`src/hdl/dsl_common.sv`:
```
// ****************************************************************
// shared constants
// ****************************************************************
package dsl_pkg;
  localparam int          WORD_W      = 16;
  localparam int          CNT_W       = 5;
  localparam int          SYNC_STAGES = 2;
  localparam logic [15:0] ZERO_CODE   = 16'h0000;
  localparam logic [15:0] MID_CODE    = 16'h8000;
  localparam logic [4:0]  FULL_COUNT  = 5'h10;
  localparam logic [4:0]  CNT_ZERO    = 5'h00;
  localparam logic [4:0]  CNT_ONE     = 5'h01;
  localparam logic [15:0] ALL_ONES    = 16'hffff;
endpackage

`timescale 1ns/1ps
`default_nettype none

// ****************************************************************
// level synchroniser, one per pin
// ****************************************************************
module dsl_sync #(
  parameter logic RESET_VAL = 1'b0
) (
  input  wire logic mclk,
  input  wire logic rstn,
  input  wire logic pin,
  output logic      level
);
  logic meta_q;

  // first stage feeds only the second stage
  always_ff @(posedge mclk) begin
    if (!rstn) begin
      meta_q <= RESET_VAL;
      level  <= RESET_VAL;
    end else begin
      meta_q <= pin;
      level  <= meta_q;
    end
  end
endmodule

`default_nettype wire

```
`src/hdl/dsl_top.sv`:
```
`timescale 1ns/1ps
`default_nettype none

// Overview of operation
// - select low: shift serial data on clock edges
// - select high: serial clock ignored, register holds
// - select rising: copy 16-bit word into latch
// - data sampled on each rising serial clock while select low
// - unipolar clear forces latch to zero asynchronously
// - bipolar clear forces latch to midscale asynchronously
// - msb first; earliest bit ends on top
// - extra edges keep last sixteen bits only
// - low don't-care bits ignored for narrow versions
// - reset loads same value as clear
module dsl_top #(
  parameter bit BIPOLAR  = 1'b0,
  parameter int RES_BITS = 16
) (
  input  wire logic        mclk,
  input  wire logic        rstn,
  input  wire logic        load_sel_n,
  input  wire logic        sclk,
  input  wire logic        sdi,
  input  wire logic        async_clear_n,
  output logic [15:0]      dac_code,
  output logic             dac_update,
  output logic             word_short
);
  // ****************************************************************
  // constants
  // ****************************************************************
  localparam logic [15:0] CLEAR_CODE = BIPOLAR ? dsl_pkg::MID_CODE : dsl_pkg::ZERO_CODE;
  localparam logic [15:0] CODE_MASK  = dsl_pkg::ALL_ONES << (dsl_pkg::WORD_W - RES_BITS);

  function automatic logic [15:0] keep_code(input logic [15:0] word);
    keep_code = word & CODE_MASK;
  endfunction

  // ****************************************************************
  // pin synchronisers
  // ****************************************************************
  logic sel_n_s;
  logic sclk_s;
  logic sdi_s;

  dsl_sync #(.RESET_VAL(1'b1)) u_sync_sel (
    .mclk  (mclk),
    .rstn  (rstn),
    .pin   (load_sel_n),
    .level (sel_n_s)
  );

  // clear release is seen synchronised, so a load never meets a half-released clear
  logic clr_n_s;

  dsl_sync #(.RESET_VAL(1'b1)) u_sync_clr (
    .mclk  (mclk),
    .rstn  (rstn),
    .pin   (async_clear_n),
    .level (clr_n_s)
  );

  dsl_sync #(.RESET_VAL(1'b0)) u_sync_sclk (
    .mclk  (mclk),
    .rstn  (rstn),
    .pin   (sclk),
    .level (sclk_s)
  );

  // same depth as the clock path keeps setup intact
  dsl_sync #(.RESET_VAL(1'b0)) u_sync_sdi (
    .mclk  (mclk),
    .rstn  (rstn),
    .pin   (sdi),
    .level (sdi_s)
  );

  // ****************************************************************
  // edge detection
  // ****************************************************************
  logic sclk_prev_q;
  logic sel_prev_q;
  logic sclk_rise;
  logic sel_rise;

  always_ff @(posedge mclk) begin
    if (!rstn) begin
      sclk_prev_q <= 1'b0;
      sel_prev_q  <= 1'b1;
    end else begin
      sclk_prev_q <= sclk_s;
      sel_prev_q  <= sel_n_s;
    end
  end

  assign sclk_rise = sclk_s && !sclk_prev_q;
  assign sel_rise  = sel_n_s && !sel_prev_q;

  // ****************************************************************
  // input shift register
  // ****************************************************************
  logic [15:0] shift_q;
  logic        shift_en;

  assign shift_en = !sel_n_s && sclk_rise;

  always_ff @(posedge mclk) begin
    if (!rstn) begin
      shift_q <= dsl_pkg::ZERO_CODE;
    end else if (shift_en) begin
      shift_q <= {shift_q[14:0], sdi_s};
    end
  end

  // ****************************************************************
  // edge counter for short-frame status
  // ****************************************************************
  logic [4:0] edge_cnt_q;

  always_ff @(posedge mclk) begin
    if (!rstn) begin
      edge_cnt_q <= dsl_pkg::CNT_ZERO;
    end else if (sel_rise) begin
      edge_cnt_q <= dsl_pkg::CNT_ZERO;
    end else if (shift_en && edge_cnt_q != dsl_pkg::FULL_COUNT) begin
      edge_cnt_q <= edge_cnt_q + dsl_pkg::CNT_ONE;
    end
  end

  always_ff @(posedge mclk) begin
    if (!rstn) begin
      word_short <= 1'b0;
    end else if (sel_rise) begin
      word_short <= (edge_cnt_q != dsl_pkg::FULL_COUNT);
    end
  end

  // ****************************************************************
  // dac latch
  // ****************************************************************
  // clear pin acts as an async preset of the latch only; its release
  // is not synchronised, but the latch just holds a constant then
  always_ff @(posedge mclk or negedge async_clear_n) begin
    if (!async_clear_n) begin
      dac_code <= CLEAR_CODE;
    end else if (!rstn) begin
      dac_code <= CLEAR_CODE;
    end else if (sel_rise && clr_n_s) begin
      dac_code <= keep_code(shift_q);
    end
  end

  always_ff @(posedge mclk) begin
    if (!rstn) begin
      dac_update <= 1'b0;
    end else begin
      dac_update <= sel_rise && clr_n_s;
    end
  end

  // ****************************************************************
  // assertions
  // ****************************************************************
  property p_shift_on_edge;
    @(posedge mclk) disable iff (!rstn)
    shift_en |=> shift_q[15:1] == $past(shift_q[14:0]);
  endproperty
  a_shift_on_edge: assert property (p_shift_on_edge) else $error("shift register did not shift");

  property p_hold_when_high;
    @(posedge mclk) disable iff (!rstn)
    sel_n_s && $past(sel_n_s) |=> $stable(shift_q);
  endproperty
  a_hold_when_high: assert property (p_hold_when_high) else $error("shift register moved while deselected");

  property p_latch_on_rise;
    @(posedge mclk) disable iff (!rstn || !async_clear_n)
    sel_rise && clr_n_s |=> dac_code == keep_code($past(shift_q)) && dac_update;
  endproperty
  a_latch_on_rise: assert property (p_latch_on_rise) else $error("latch not loaded on select rise");

  property p_sample_bit;
    @(posedge mclk) disable iff (!rstn)
    shift_en |=> shift_q[0] == $past(sdi_s);
  endproperty
  a_sample_bit: assert property (p_sample_bit) else $error("wrong data bit sampled");

  property p_clear_zero;
    @(posedge mclk) disable iff (!rstn)
    !BIPOLAR && !async_clear_n |-> dac_code == dsl_pkg::ZERO_CODE;
  endproperty
  a_clear_zero: assert property (p_clear_zero) else $error("clear did not give zero");

  property p_clear_mid;
    @(posedge mclk) disable iff (!rstn)
    BIPOLAR && !async_clear_n |-> dac_code == dsl_pkg::MID_CODE;
  endproperty
  a_clear_mid: assert property (p_clear_mid) else $error("clear did not give midscale");

  property p_msb_moves_up;
    @(posedge mclk) disable iff (!rstn)
    shift_en |=> shift_q[15] == $past(shift_q[14]);
  endproperty
  a_msb_moves_up: assert property (p_msb_moves_up) else $error("bit order broken");

  property p_count_saturates;
    @(posedge mclk) disable iff (!rstn)
    edge_cnt_q == dsl_pkg::FULL_COUNT && !sel_rise |=> edge_cnt_q == dsl_pkg::FULL_COUNT;
  endproperty
  a_count_saturates: assert property (p_count_saturates) else $error("edge count left full");

  property p_short_flag;
    @(posedge mclk) disable iff (!rstn)
    sel_rise |=> word_short == ($past(edge_cnt_q) != dsl_pkg::FULL_COUNT);
  endproperty
  a_short_flag: assert property (p_short_flag) else $error("short frame flag wrong");

  property p_low_bits_dropped;
    @(posedge mclk) disable iff (!rstn)
    (dac_code & ~CODE_MASK) == dsl_pkg::ZERO_CODE;
  endproperty
  a_low_bits_dropped: assert property (p_low_bits_dropped) else $error("don't-care bits reached latch");

  property p_reset_value;
    @(posedge mclk)
    $past(!rstn) && rstn && async_clear_n |-> dac_code == CLEAR_CODE;
  endproperty
  a_reset_value: assert property (p_reset_value) else $error("reset value wrong");

  property p_mid_shape;
    @(posedge mclk) disable iff (!rstn)
    BIPOLAR && !async_clear_n |-> dac_code[15] && dac_code[14:0] == 15'h0000;
  endproperty
  a_mid_shape: assert property (p_mid_shape) else $error("midscale shape wrong");

  c_full_word:  cover property (@(posedge mclk) sel_rise && edge_cnt_q == dsl_pkg::FULL_COUNT);
  c_short_word: cover property (@(posedge mclk) sel_rise && edge_cnt_q != dsl_pkg::FULL_COUNT);
  c_clear:      cover property (@(posedge mclk) rstn && !async_clear_n);
  c_long_word:  cover property (@(posedge mclk) shift_en && edge_cnt_q == dsl_pkg::FULL_COUNT);
endmodule

`default_nettype wire

```
`config.mk`:
```
export PLATFORM = sky130hd
export DESIGN_NAME = dsl_top
export DESIGN_NICKNAME = d
export VERILOG_FILES = /design/src/hdl/dsl_common.sv /design/src/hdl/dsl_top.sv
export SDC_FILE = /design/constraint.sdc
export NUM_CORES = 1
export LEC_CHECK = 0
export BUFFER_PORTS_ARGS = -buffer_cell sky130_fd_sc_hd__buf_4
export CORE_UTILIZATION = 50
export CTS_CLUSTER_DIAMETER = 80
export DETAILED_ROUTE_END_ITERATION = 7
export GPL_ROUTABILITY_DRIVEN = 0
export GPL_TIMING_DRIVEN = 0
export HOLD_SLACK_MARGIN = 0.06
export PLACE_DENSITY = 0.8
export SYNTH_ARGS = -nofsm -noshare
export SYNTH_HDL_FRONTEND = slang
export SYNTH_SLANG_ARGS = --single-unit
```
`constraint.sdc`:
```
create_clock -name mclk -period 1.6 [get_ports mclk]
set_input_delay 0 -clock mclk [delete_from_list [all_inputs] [get_ports mclk]]
set_output_delay 0 -clock mclk [all_outputs]
set_load 0.02 [all_outputs]
```
# After elaboration in Yosys (flattened, before gate mapping)
# Cells that the tools add are included.
totals:
  regBits: 49
  in_bits: 6
  out_inout_bits: 18
  elab_cells: 30
op_classes:
  addsub: 1
  eq_ne: 2
  n_mux: 2
  n_bitwise: 1
  reduce_logical: 9
op_table:
  columns: ["operator", "n"]
  rows:
  - ["2-to-1 mux 16 bit", 2]
  - ["adder 5 x 1 -> 5 bit (second input constant)", 1]
  - ["logical AND 1 bit", 5]
  - ["!= test 5 bit (second input constant)", 1]
  - ["logical NOT 1 bit", 3]
  - ["!= test 2 x 1 -> 1 bit (second input constant)", 1]
  - ["OR reduction 2 bit", 1]
  - ["NOT 1 bit", 1]

# Logic depth before layout (Yosys ltp)
# Gate-level depths: netlist (run 1).
logic_depth:
  depth_word: 5
  depth_mapped: 5
  depth_no_buf: 5

# Modules after synthesis
# Synthesis (run 1) repeated with hierarchy kept, for this count alone.
hier_totals:
  hier_cells: 164
  hier_area_um2: 1825.5
modules_own_cells:
  columns: ["mod", "n_inst", "cells_each", "area_each_um2"]
  rows:
  - ["dsl_top", 1, 148, 1615.3]
  - ["dsl_sync", 4, 4, 52.6]

# Least setup slack after synthesis (run 1)
# Ideal clock, no wire load.
synth_path:
  kind: "flip-flop to flip-flop"
  from: "register edge_cnt_q[0]"
  to: "register edge_cnt_q[2]"
  t_arrival_ns: 1.202
  setup_slack_ns: 0.340
  stages_incl_launch_ff: 6
  path_cell_list: "dfxtp_1 inv_1 ha_1 and4bb_2 nor4b_4 o211a_1"
synth_between:
  elab_chain_cells: 2
  elab_cells_between_ends: 3
synth_rtl:
  columns: ["item", "line_no", "rtl"]
  rows:
  - ["from (decl)", "dsl_top.sv:118", "logic [4:0] edge_cnt_q;"]
  - ["from (signal assigned)", "dsl_top.sv:122", "edge_cnt_q <= dsl_pkg::CNT_ZERO;"]
  - ["from (signal assigned)", "dsl_top.sv:124", "edge_cnt_q <= dsl_pkg::CNT_ZERO;"]
  - ["from (signal assigned)", "dsl_top.sv:126", "edge_cnt_q <= edge_cnt_q + dsl_pkg::CNT_ONE;"]
  - ["parallel branches: the longest is 2 deep, another holds adder 5 x 1 -> 5 bit", null, null]
# Several ways; the timed one is not identified.
# A chain may end at the register's enable or synchronous reset.

# Worst setup path in the final report (run 1)
layout_path:
  from: "register u_sync_sel.level"
  to: "register dac_code[10]"
layout_between:
  elab_chain_cells: 3
layout_rtl:
  columns: ["item", "line_no", "rtl"]
  rows:
  - ["from (decl)", "dsl_common.sv:28", "output logic level"]
  - ["from (signal assigned)", "dsl_common.sv:39", "level <= meta_q;"]
  - ["logical AND 1 bit", "dsl_top.sv:97", "assign sel_rise = sel_n_s && !sel_prev_q;"]
  - ["logical AND 1 bit", "dsl_top.sv:148", "end else if (sel_rise && clr_n_s) begin"]
  - ["!= test 2 x 1 -> 1 bit (no line)", null, null]
  - ["to (signal assigned)", "dsl_top.sv:149", "dac_code <= keep_code(shift_q);"]
  - ["to (decl)", "dsl_top.sv:25", "output logic [15:0] dac_code,"]
# Every way passes these cells.

==> metrics.md, run 1 <==
| Metric | Value |
|---|---|
| Status | finished clean |
| DR pass1 iterations | 4 |
| First-pass GRT wire length | 6.134 mm |
| TritonCTS Buffers | 5 |
| Leak | 0.0009373 µW |
| CP Launch Type | register |
| Die H | 62.55 µm |
| Starting Density | 53.66% |
| Max Cap Viol | 0 |
| CP max-delay cell | dfxtp_1 |
| CP max stage delay | 370 ps |
| Ys Warns | 0 |
| Synth top area share | 36.04% |
| Layout cells sized above 1 | 20.20% |
| Largest net degree at the start of global routing | 17 |
| Sw power | 406.5 µW |
| Clock power share | 28.3% |
| Ys async rst share | 32.65% |
| Vias after detailed routing | 1293 |
| IO Port Bufs | 23 |
| Cell count after synthesis | 165 |
| Post-Layout Inst Area | 2183 µm² |
| FP Rows | 21 |
| Mapped cell area | 1833 µm² |
| Post-synth net total | 173 |
| Worst-Skew Late Latency | 360 ps |
| FF-to-FF path depth | 4 |
| #FFs+latches synth | 49 |
| Max Fclk | 0.7011 GHz |
| Setup_tns | 0 ps |
| Diode count | 0 |
| CTS resizes | 0 |
| Final Setup Violations | 0 |
| Worst vdd ir | 0.0005207 V |
| Fin nets | 210 |
| Detailed placement HPWL | 2.458 mm |
| Clk sink count | 49 |
| Worst min-delay path class | in -> reg |
| Die Wd | 62.55 µm |
| Avg Cell Area, Syn | 11.11 µm² |
| Core area | 3416 µm² |
| Hold Path Depth | 3 |
| GRT Residual Overflow | 0 |
| Buf/Inv on CP | 1 |
| Sw Ratio | 21.87% |
| Worst EP required | 1900 ps |
| Die Area | 3912 µm² |
| # IOs | 24 |
| Synth unique cells | 28 |
| Routed WL | 3.413 mm |
| Combinational share of power | 4.8% |
| Critical path peak fanout | 10 |
| Cell area after placement | 2063 µm² |
| RSZ-0062 raised after global routing | no |
| Synth top area cells | dfxtp_1, dfrtp_1, a22o_1 |
| Crit share post-route | 89.14% |
| H-tree levels | 2 |
| Remaining routing DRC violations | 0 |
| CP Cell Sequence | and2b_1 > a21boi_2 > buf_2 > a22o_1 |
| Slew Viols, Final | 0 |
| Seq pwr share | 66.9% |
| Worst Tran Pin Value | 728.5 ps |
| Ys flop type | dfxtp_1 |
| CP endpoint kind | register |
| Antenna violations before repair | 0 |
| 1st-iter DRT viols | 55 |
| Routed wire per std cell | 13.71 µm |
| Power Dens Cells | 851.4 nW/µm² |
| Reg area | 1061 µm² |
| Top cell type by total area after synthesis | dfxtp_1 |
| Drt via density | 5.193 |
| Int Power | 1452 µW |
| Kind of critical path | reg -> reg |
| Vias in the first global route | 1310 |
| Final ANT Viol Nets | 0 |
| Clk slew on worst S/H paths | 130 ps |
| Delay-heaviest family, CP | compound AO/OA/AOI/OAI gates |
| Worst relative slew slack | 51.27% |
| Area Growth Syn to Fin | 19.11% |
| Min cycle time layout | 1426 ps |
| # fillers | 286 |
| Worst Path Arrival | 1730 ps |
| Number of flops mapped to enable cells by yosys | 0 |
| Final Hold Viols | 0 |
| Post-synthesis sequential area ratio | 57.88% |
| CTS Buffer Depth | 2 |
| Clock Tree Root | clkbuf_4 |
| Worst-case clock skew | 16.59 ps |
| Synth top cells by count | dfxtp_1, nand2_1, a21boi_0, a22o_1, dfrtp_1 |
| CTS tree | done |
| Worst path depth | 4 |
| Total global-route track usage | 20.75% |
| Multi-input logic area | 699.4 µm² |
## cells by family (layout without fill, tap and decap cells)
family | count (synthesis) | count (layout) | synth area share, %
AO/OA/AOI/OAI | 36 | 36 | 16.31
adder cells (fa/ha/maj) | 2 | 2 | 1.365
buffers and inverters | 13 | 51 | 3.959
flip-flops | 49 | 49 | 57.88
multiplexers | 4 | 4 | 2.184
AND/OR/NAND/NOR | 61 | 61 | 18.29
## cells in the final DEF (no fill, tap or decap), types with 2 or more instances in the layout
| master | count |
|---|---|
| a21boi_0 | 16 |
| a22o_1 | 16 |
| and2_1 | 5 |
| buf_2 | 4 |
| buf_4 | 24 |
| buf_6 | 2 |
| clkbuf_1 | 6 |
| clkbuf_4 | 5 |
| dfrtp_1 | 16 |
| dfxtp_1 | 33 |
| dlygate4sd3_1 | 7 |
| ha_1 | 2 |
| inv_1 | 2 |
| mux2i_1 | 4 |
| nand2_1 | 33 |
| nand2b_1 | 5 |
| nand3_1 | 6 |
| nand3b_1 | 2 |
| nand4_1 | 2 |
| o211a_1 | 2 |
## final timing paths
check                                                  start                             to  slack, ps
max in group asynchronous                      async_clear_n        dac_code[0]$_DFFE_PN0P_        340
worst min register to register  u_sync_sel.meta_q$_SDFF_PN1_    u_sync_sel.level$_SDFF_PN1_        420
min in group asynchronous                      async_clear_n        dac_code[5]$_DFFE_PN0P_        780
worst max register to register   u_sync_sel.level$_SDFF_PN1_       dac_code[10]$_DFFE_PN0P_        170
worst min-delay path                                    sclk  u_sync_sclk.meta_q$_SDFF_PN0_        400
worst max-delay path             u_sync_sel.level$_SDFF_PN1_       dac_code[10]$_DFFE_PN0P_        170
## metrics by stage
stage               hold WS, ps  utilization [%]  total power [µW]  worst slack [ps]  cells
floorplan                -295.6                -              1313             339.8    165
global placement         -132.2            60.40              1341             225.6    234
detailed placement       -126.3            60.40              1346             192.0    234
CTS                       394.7            63.92              1873             169.9    249
global route              383.1            63.92              1957             53.61    249
finish                    399.8            63.92              1859             173.7    249
## power groups by stage
stage	combinational (µW)	sequential, µW	clock (µW)
2_1_floorplan	43.1	1270	0
3_3_place_gp	72.2	1270	0
3_5_place_dp	76.5	1270	0
4_1_cts	90.6	1240	538
5_1_grt	99.1	1250	611
6_report	88.9	1240	526
## sequential cells by signal (all words and copies together), names as in the netlist
name                flops
sclk_prev_q             1
sel_prev_q              1
u_sync_sel.level        1
dac_code               16
u_sync_sclk.meta_q      1
u_sync_sdi.meta_q       1
u_sync_clr.level        1
edge_cnt_q              5
dac_update              1
u_sync_sel.meta_q       1
u_sync_clr.meta_q       1
u_sync_sclk.level       1
shift_q                16
word_short              1
u_sync_sdi.level        1
## per-layer routing
layer	GRT usage, %	routed length (µm)	up-vias
met5	0	0	-
met4	8.721	55	0
met3	6.204	196	6
met2	32.47	1619	30
met1	26.59	1542	614
li1	-	-	643
## final cells by class
cell class                      instances  share of cell area [%]
Sequential cell                        49                   48.60
Multi-Input combinational cell        103                   32.03
Timing Repair Buffer                   30                   11.12
Buffer                                 11                   2.980
Tap cell                               46                   2.636
Clock buffer                            7                   2.063
Inverter                                2                  0.3438
Clock inverter                          1                  0.2292
## worst reg2reg max path: stages, from the launching register on
cell,delay [ps]
dfxtp_1,370
and2b_1,220
a21boi_2,310
buf_2,290
a22o_1,190
## repair_timing
| action | 4_1_cts | 5_1_grt |
|---|---|---|
| hold endpoints to repair | 23 | 0 |
| hold buffers | 7 | 0 |
| buffers inserted | 0 | 0 |
(Power assumes the default switching activity.)
==> run 2: changes to the inputs <==
Settings changed: PLACE_DENSITY 0.8 to 0.81.
==> metrics.md, run 2 (synthesis gave the netlist of run 1 again) <==
| Metric | Value |
|---|---|
| Status | finished clean |
| Final ANT Viol Nets | 0 (unchanged) |
| Worst-Skew Late Latency | 350 ps (about the same) |
| Drt via density | 5.414 (+4.3%) |
| Worst EP required | 1890 ps (about the same) |
| Vias in the first global route | 1331 (+1.6%) |
| Final Hold Viols | 0 (unchanged) |
| # Post-CTS Setup Buffers | 0 (unchanged) |
| Clk sink count | 49 (unchanged) |
| Die H | 62.55 µm (unchanged) |
| Hold EP | u_sync_sclk.meta_q$_SDFF_PN0_ |
| GRT Residual Overflow | 0 (unchanged) |
| # fillers | 301 (+5.2%) |
| Final core utilization | 64.18% (+0.26 points) |
| DR pass1 iterations | 4 (unchanged) |
| Routed wire per std cell | 13.60 µm (-0.76%) |
| H-tree levels | 2 (unchanged) |
| Critical path peak fanout | 10 (unchanged) |
| Layout cells sized above 1 | 20.20% (unchanged) |
| Int Power | 1498 µW (+3.2%) |
| FP Rows | 21 (unchanged) |
| Detailed placement HPWL | 2.382 mm (-3.1%) |
| RR Startpoint | u_sync_sel.level$_SDFF_PN1_ |
| TritonCTS Buffers | 5 (unchanged) |
| Kind of critical path | reg -> reg |
| FF-to-FF path depth | 4 (unchanged) |
| Top Registers | dac_code: 16 flops, shift_q: 16 flops, edge_cnt_q: 5 flops |
| Final Setup Violations | 0 (unchanged) |
| Diode count | 0 (unchanged) |
| Worst Path Arrival | 1740 ps (about the same) |
| Setup WS pre-CTS | 167.1 ps (-24.99 ps) |
| IO Port Bufs | 23 (unchanged) |
| Core area | 3416 µm² (unchanged) |
| Seq pwr share | 65.4% (-1.5 points) |
| Remaining routing DRC violations | 0 (unchanged) |
| Combinational share of power | 4.7% (about the same) |
| Min-delay src | sclk |
| Worst-case clock skew | 8.809 ps (-7.782 ps) |
| Clk slew on worst S/H paths | 120 ps (about the same) |
| Worst vdd ir | 0.0006431 V (+23%) |
| Slew Viols, Final | 0 (unchanged) |
| # IOs | 24 (unchanged) |
| Worst Tran Pin Value | 696.0 ps (-32.50 ps) |
| Starting Density | 53.66% (unchanged) |
| Die Wd | 62.55 µm (unchanged) |
| Min cycle time layout | 1454 ps (+28.22 ps) |
| Max Cap Viol | 0 (unchanged) |
| Worst reg2reg endpoint | dac_code[7]$_DFFE_PN0P_ |
| Fin worst setup slack | 145.5 ps (-28.22 ps) |
| Worst min-delay path class | in -> reg |
| CP endpoint kind | register |
| Routed WL | 3.387 mm (-0.76%) |
| Largest net degree at the start of global routing | 17 (unchanged) |
| # hold bufs at CTS | 7 (unchanged) |
| Sw Ratio | 21.25% (-0.61 points) |
| Hold Path Depth | 3 (unchanged) |
| 1st-iter DRT viols | 59 (+7.3%) |
| RSZ-0062 raised after global routing | no |
| Fin nets | 210 (unchanged) |
| Most frequent cells in the layout | nand2_1, dfxtp_1, buf_4 |
| Total global-route track usage | 19.14% (-1.6 points) |
| Worst relative slew slack | 53.45% (+2.2 points) |
| Clock power share | 29.9% (+1.6 points) |
| Setup_tns | 0 ps (unchanged) |
| CTS resizes | 0 (unchanged) |
| First-pass GRT wire length | 5.809 mm (-5.3%) |
| Vias after detailed routing | 1348 (+4.3%) |
| Die Area | 3912 µm² (unchanged) |
| Leak | 0.0009406 µW (+0.35%) |
| Antenna violations before repair | 0 (unchanged) |
| Area Growth Syn to Fin | 19.59% |
| Hold_ws | 411.8 ps (+12.06 ps) |
| CTS tree | done |
| R2R setup slack | 150 ps (-30 ps) |
| CTS Buffer Depth | 2 (unchanged) |
| Clock Tree Root | clkbuf_4 |
| Max Fclk | 0.6875 GHz (-1.9%) |
| CP Launch Type | register |
| Crit share post-route | 90.91% (+1.8 points) |
| Power Dens Cells | 867.9 nW/µm² (+1.9%) |
| Sw power | 404.3 µW (-0.53%) |
[run 2: how the worst max path moves through the flow]
| stage | depth (start not counted) | startpoint | slack, ps | endpoint |
|---|---|---|---|---|
| global placement | 4 | u_sync_sel.level$_SDFF_PN1_ | 220 | dac_code[10]$_DFFE_PN0P_ |
| finish | 4 | u_sync_sel.level$_SDFF_PN1_ | 150 | dac_code[7]$_DFFE_PN0P_ |
| floorplan | 5 | edge_cnt_q[0]$_SDFFE_PP0P_ | 340 | edge_cnt_q[2]$_SDFFE_PP0P_ |
| detailed placement | 4 | u_sync_sel.level$_SDFF_PN1_ | 170 | dac_code[10]$_DFFE_PN0P_ |
| global route | 4 | u_sync_sel.level$_SDFF_PN1_ | 70 | dac_code[2]$_DFFE_PN0P_ |
| CTS | 4 | u_sync_sel.level$_SDFF_PN1_ | 130 | dac_code[7]$_DFFE_PN0P_ |
[run 2: area by class of cell]
class                   instances  area, µm²  share of cell area, %
multi-input cells             103      699.4                  31.91
flip-flops and latches         49       1061                  48.40
repair buffers                 30      242.7                  11.07
clock buffers                   8      58.81                  2.683
well taps                      46      57.56                  2.626
inverters                       2      7.507                 0.3425
plain buffers                  11      65.06                  2.968
[run 2: worst max-delay path: stages, from the launching register on]
cell and delay, ps:
dfxtp_1 380, and2b_1 230, a21boi_2 320, buf_2 290
a22o_1 180
[run 2: power groups by stage]
stage	sequential, µW	clock, µW	combinational, µW
6_report	1240	569	90.0
5_1_grt	1250	633	99.4
4_1_cts	1240	580	90.6
3_5_place_dp	1270	0	76.4
3_3_place_gp	1270	0	72.4
2_1_floorplan	1270	0	43.1
[run 2: layer usage]
layer	share of wire (%)	vias up	wire, µm	track usage, %
met4	1.3	0	44	8.430
met2	51	36	1713	32.07
met1	43	664	1471	23.51
met3	4.6	4	157	4.197
li1	-	644	-	-
met5	0	-	0	0
[run 2: through the flow]
step           cells  total power, µW  area (µm²)
6_report         249             1903        2192
2_1_floorplan    165             1313        1833
3_5_place_dp     234             1347        2063
5_1_grt          249             1979        2192
3_3_place_gp     234             1342        2063
4_1_cts          249             1915        2192
==> run 3: changes to the inputs <==
Settings changed: CELL_PAD_IN_SITES_DETAIL_PLACEMENT from default to 0, CELL_PAD_IN_SITES_GLOBAL_PLACEMENT from default to 2, CORE_UTILIZATION 50 to 36, PLACE_DENSITY 0.81 to 0.86.
==> metrics.md, run 3 (synthesis gave the netlist of run 1 again) <==
| Metric | Value |
|---|---|
| CP endpoint kind | register |
| Delay-heaviest family, CP | compound AO/OA/AOI/OAI gates |
| Kind of critical path | reg -> reg |
| Worst EP required | 1840 ps (-50 ps) |
| Die H | 73.36 µm (+17%) |
| # IOs | 24 (unchanged) |
| GRT Residual Overflow | 0 (unchanged) |
| Layout cells sized above 1 | 21.50% (+1.3 points) |
| Final ANT Viol Nets | 0 (unchanged) |
| # Post-CTS Setup Buffers | 0 (unchanged) |
| RSZ-0062 raised after global routing | no |
| IO Port Bufs | 23 (unchanged) |
| Worst vdd ir | 0.0005053 V (-21%) |
| Worst path depth | 4 (unchanged) |
| Placed cells | 255 (+9.0%) |
| Max Cap Viol | 0 (unchanged) |
| Slew Viols, Final | 0 (unchanged) |
| Routed wire per std cell | 12.69 µm (-6.7%) |
| CP Launch Type | register |
| First-pass GRT wire length | 5.996 mm (+3.2%) |
| Worst relative slew slack | 73.27% (+20 points) |
| Diode count | 0 (unchanged) |
| Drt via density | 4.719 (-13%) |
| Worst-case clock skew | 6.414 ps (-2.395 ps) |
| Worst reg2reg endpoint | dac_code[10]$_DFFE_PN0P_ |
| R2R setup slack | 140 ps (about the same) |
| Setup_tns | 0 ps (unchanged) |
| Area Growth Syn to Fin | 22.73% |
| Hold EP | u_sync_sel.meta_q$_SDFF_PN1_ |
| Die Area | 5381 µm² (+38%) |
| Worst min-delay path class | in -> reg |
| Final Setup Violations | 0 (unchanged) |
| # fillers | 475 (+58%) |
| Top Registers | dac_code: 16 flops, shift_q: 16 flops, edge_cnt_q: 5 flops |
| Largest net degree at the start of global routing | 18 (+1) |
| Worst-Skew Late Latency | 300 ps (-50 ps) |
| Worst Tran Pin Value | 400.9 ps (-295.1 ps) |
| Clock Tree Root | clkbuf_8 |
| Vias in the first global route | 1261 (-5.3%) |
| Final core utilization | 46.70% (-17 points) |
| DR pass1 iterations | 4 (unchanged) |
| Final Hold Viols | 0 (unchanged) |
| Min-delay src | rstn |
| RR Startpoint | u_sync_sel.level$_SDFF_PN1_ |
| Most frequent cells in the layout | nand2_1, dfxtp_1, buf_4 |
| Buf/Inv on CP | 1 (unchanged) |
| CP Cell Sequence | and2b_1 > a21boi_2 > buf_2 > a22o_1 |
| Power Dens Cells | 994.7 nW/µm² (+15%) |
| Die Wd | 73.36 µm (+17%) |
| Clk slew on worst S/H paths | 90 ps (-30 ps) |
| CTS tree | done |
| Fin nets | 207 (-1.4%) |
| Hold Path Depth | 3 (unchanged) |
| CP max stage delay | 370 ps (about the same) |
| Min cycle time layout | 1457 ps (+2.835 ps) |
| Worst Path Arrival | 1700 ps (-40 ps) |
| Starting Density | 38.05% (-16 points) |
| Crit share post-route | 91.08% (+0.18 points) |
| TritonCTS Buffers | 5 (unchanged) |
| Routed WL | 3.387 mm (unchanged) |
| 1st-iter DRT viols | 54 (-8.5%) |
| Critical path peak fanout | 10 (unchanged) |
| CP max-delay cell | dfxtp_1 |
| Status | finished clean |
| Antenna violations before repair | 0 (unchanged) |
| Core area | 4817 µm² (+41%) |
| Total global-route track usage | 15.02% (-4.1 points) |
| FP Rows | 25 (+19%) |
| Vias after detailed routing | 1260 (-6.5%) |
| Max Fclk | 0.6862 GHz (-0.19%) |
| Non-filler cells, final | 267 (+7.2%) |
| FF-to-FF path depth | 4 (unchanged) |
| Remaining routing DRC violations | 0 (unchanged) |
| H-tree levels | 2 (unchanged) |
| CTS Buffer Depth | 2 (unchanged) |
| Leak | 0.0009543 µW (+1.5%) |
| Detailed placement HPWL | 2.390 mm (+0.36%) |
| Clk sink count | 49 (unchanged) |
==> run 3: cell types whose count changed in the layout (fill, tap and decap cells not counted), sizes merged <==
cell / delta
clkinvlp: +1
bufinv: +1
clkbuf: -2
dlygate4sd3: -3
==> run 3: what timing repair did <==
item | in CTS | in global routing
setup endpoints to repair | 0 | 0
hold buffers | 4 | 0
gates resized for setup | 0 | 0
endpoints found under the hold margin | 19 | 0
==> run 3: how the worst max path moves through the flow <==
| stage | from | end | slack [ps] |
|---|---|---|---|
| 2_1_floorplan | edge_cnt_q[0]$_SDFFE_PP0P_ | edge_cnt_q[2]$_SDFFE_PP0P_ | 340 |
| 3_3_place_gp | u_sync_sel.level$_SDFF_PN1_ | dac_code[11]$_DFFE_PN0P_ | 170 |
| 3_5_place_dp | u_sync_sel.level$_SDFF_PN1_ | dac_code[10]$_DFFE_PN0P_ | 140 |
| 4_1_cts | u_sync_sel.level$_SDFF_PN1_ | dac_code[10]$_DFFE_PN0P_ | 130 |
| 5_1_grt | u_sync_sel.level$_SDFF_PN1_ | shift_q[12]$_SDFFE_PN0P_ | 30 |
| 6_report | u_sync_sel.level$_SDFF_PN1_ | dac_code[10]$_DFFE_PN0P_ | 140 |
==> run 3: final cells by class <==
| type | count | area [µm²] | area share, % |
|---|---|---|---|
| timing repair buffer | 27 | 212.7 | 9.455 |
| clock inverter | 2 | 37.54 | 1.669 |
| clock buffer | 6 | 82.58 | 3.671 |
| inverter | 2 | 7.507 | 0.3337 |
| tap | 67 | 83.83 | 3.726 |
| multi-input combinational | 103 | 699.4 | 31.09 |
| sequential | 49 | 1061 | 47.16 |
| buffer | 11 | 65.06 | 2.892 |
==> run 3: worst min-delay path: stages <==
cell	delay (ps)
buf_4	110
buf_2	160
nand2b_1	80
==> run 3: report_power, final <==
part	internal (µW)	leakage, µW	total (µW)	switching (µW)
Sequential	1240	0.000492	1240	5.69
Combinational	37.7	0.000405	83.6	45.8
Clock	508	0.0000574	912	403
==> run 3: through the flow <==
step / setup slack (ps) / hold WS (ps) / cell area, µm² / power (µW)
2_1_floorplan: 339.8 / -295.6 / 1833 / 1313
3_3_place_gp: 172.1 / -124.5 / 2090 / 1345
3_5_place_dp: 144.5 / -119.1 / 2090 / 1348
4_1_cts: 130.0 / 72.62 / 2250 / 2271
5_1_grt: 29.24 / 85.61 / 2250 / 2334
6_report: 142.7 / 82.85 / 2250 / 2238
==> run 3: routing by layer <==
metal / share of wire (%) / vias to the layer above / wire, µm / track usage [%]
met5: 0 / - / 0 / 0
met4: 1.6 / 0 / 54 / 5.769
met3: 4.7 / 6 / 158 / 4.801
met2: 46 / 30 / 1546 / 24.18
met1: 48 / 588 / 1628 / 18.79
li1: - / 636 / - / -
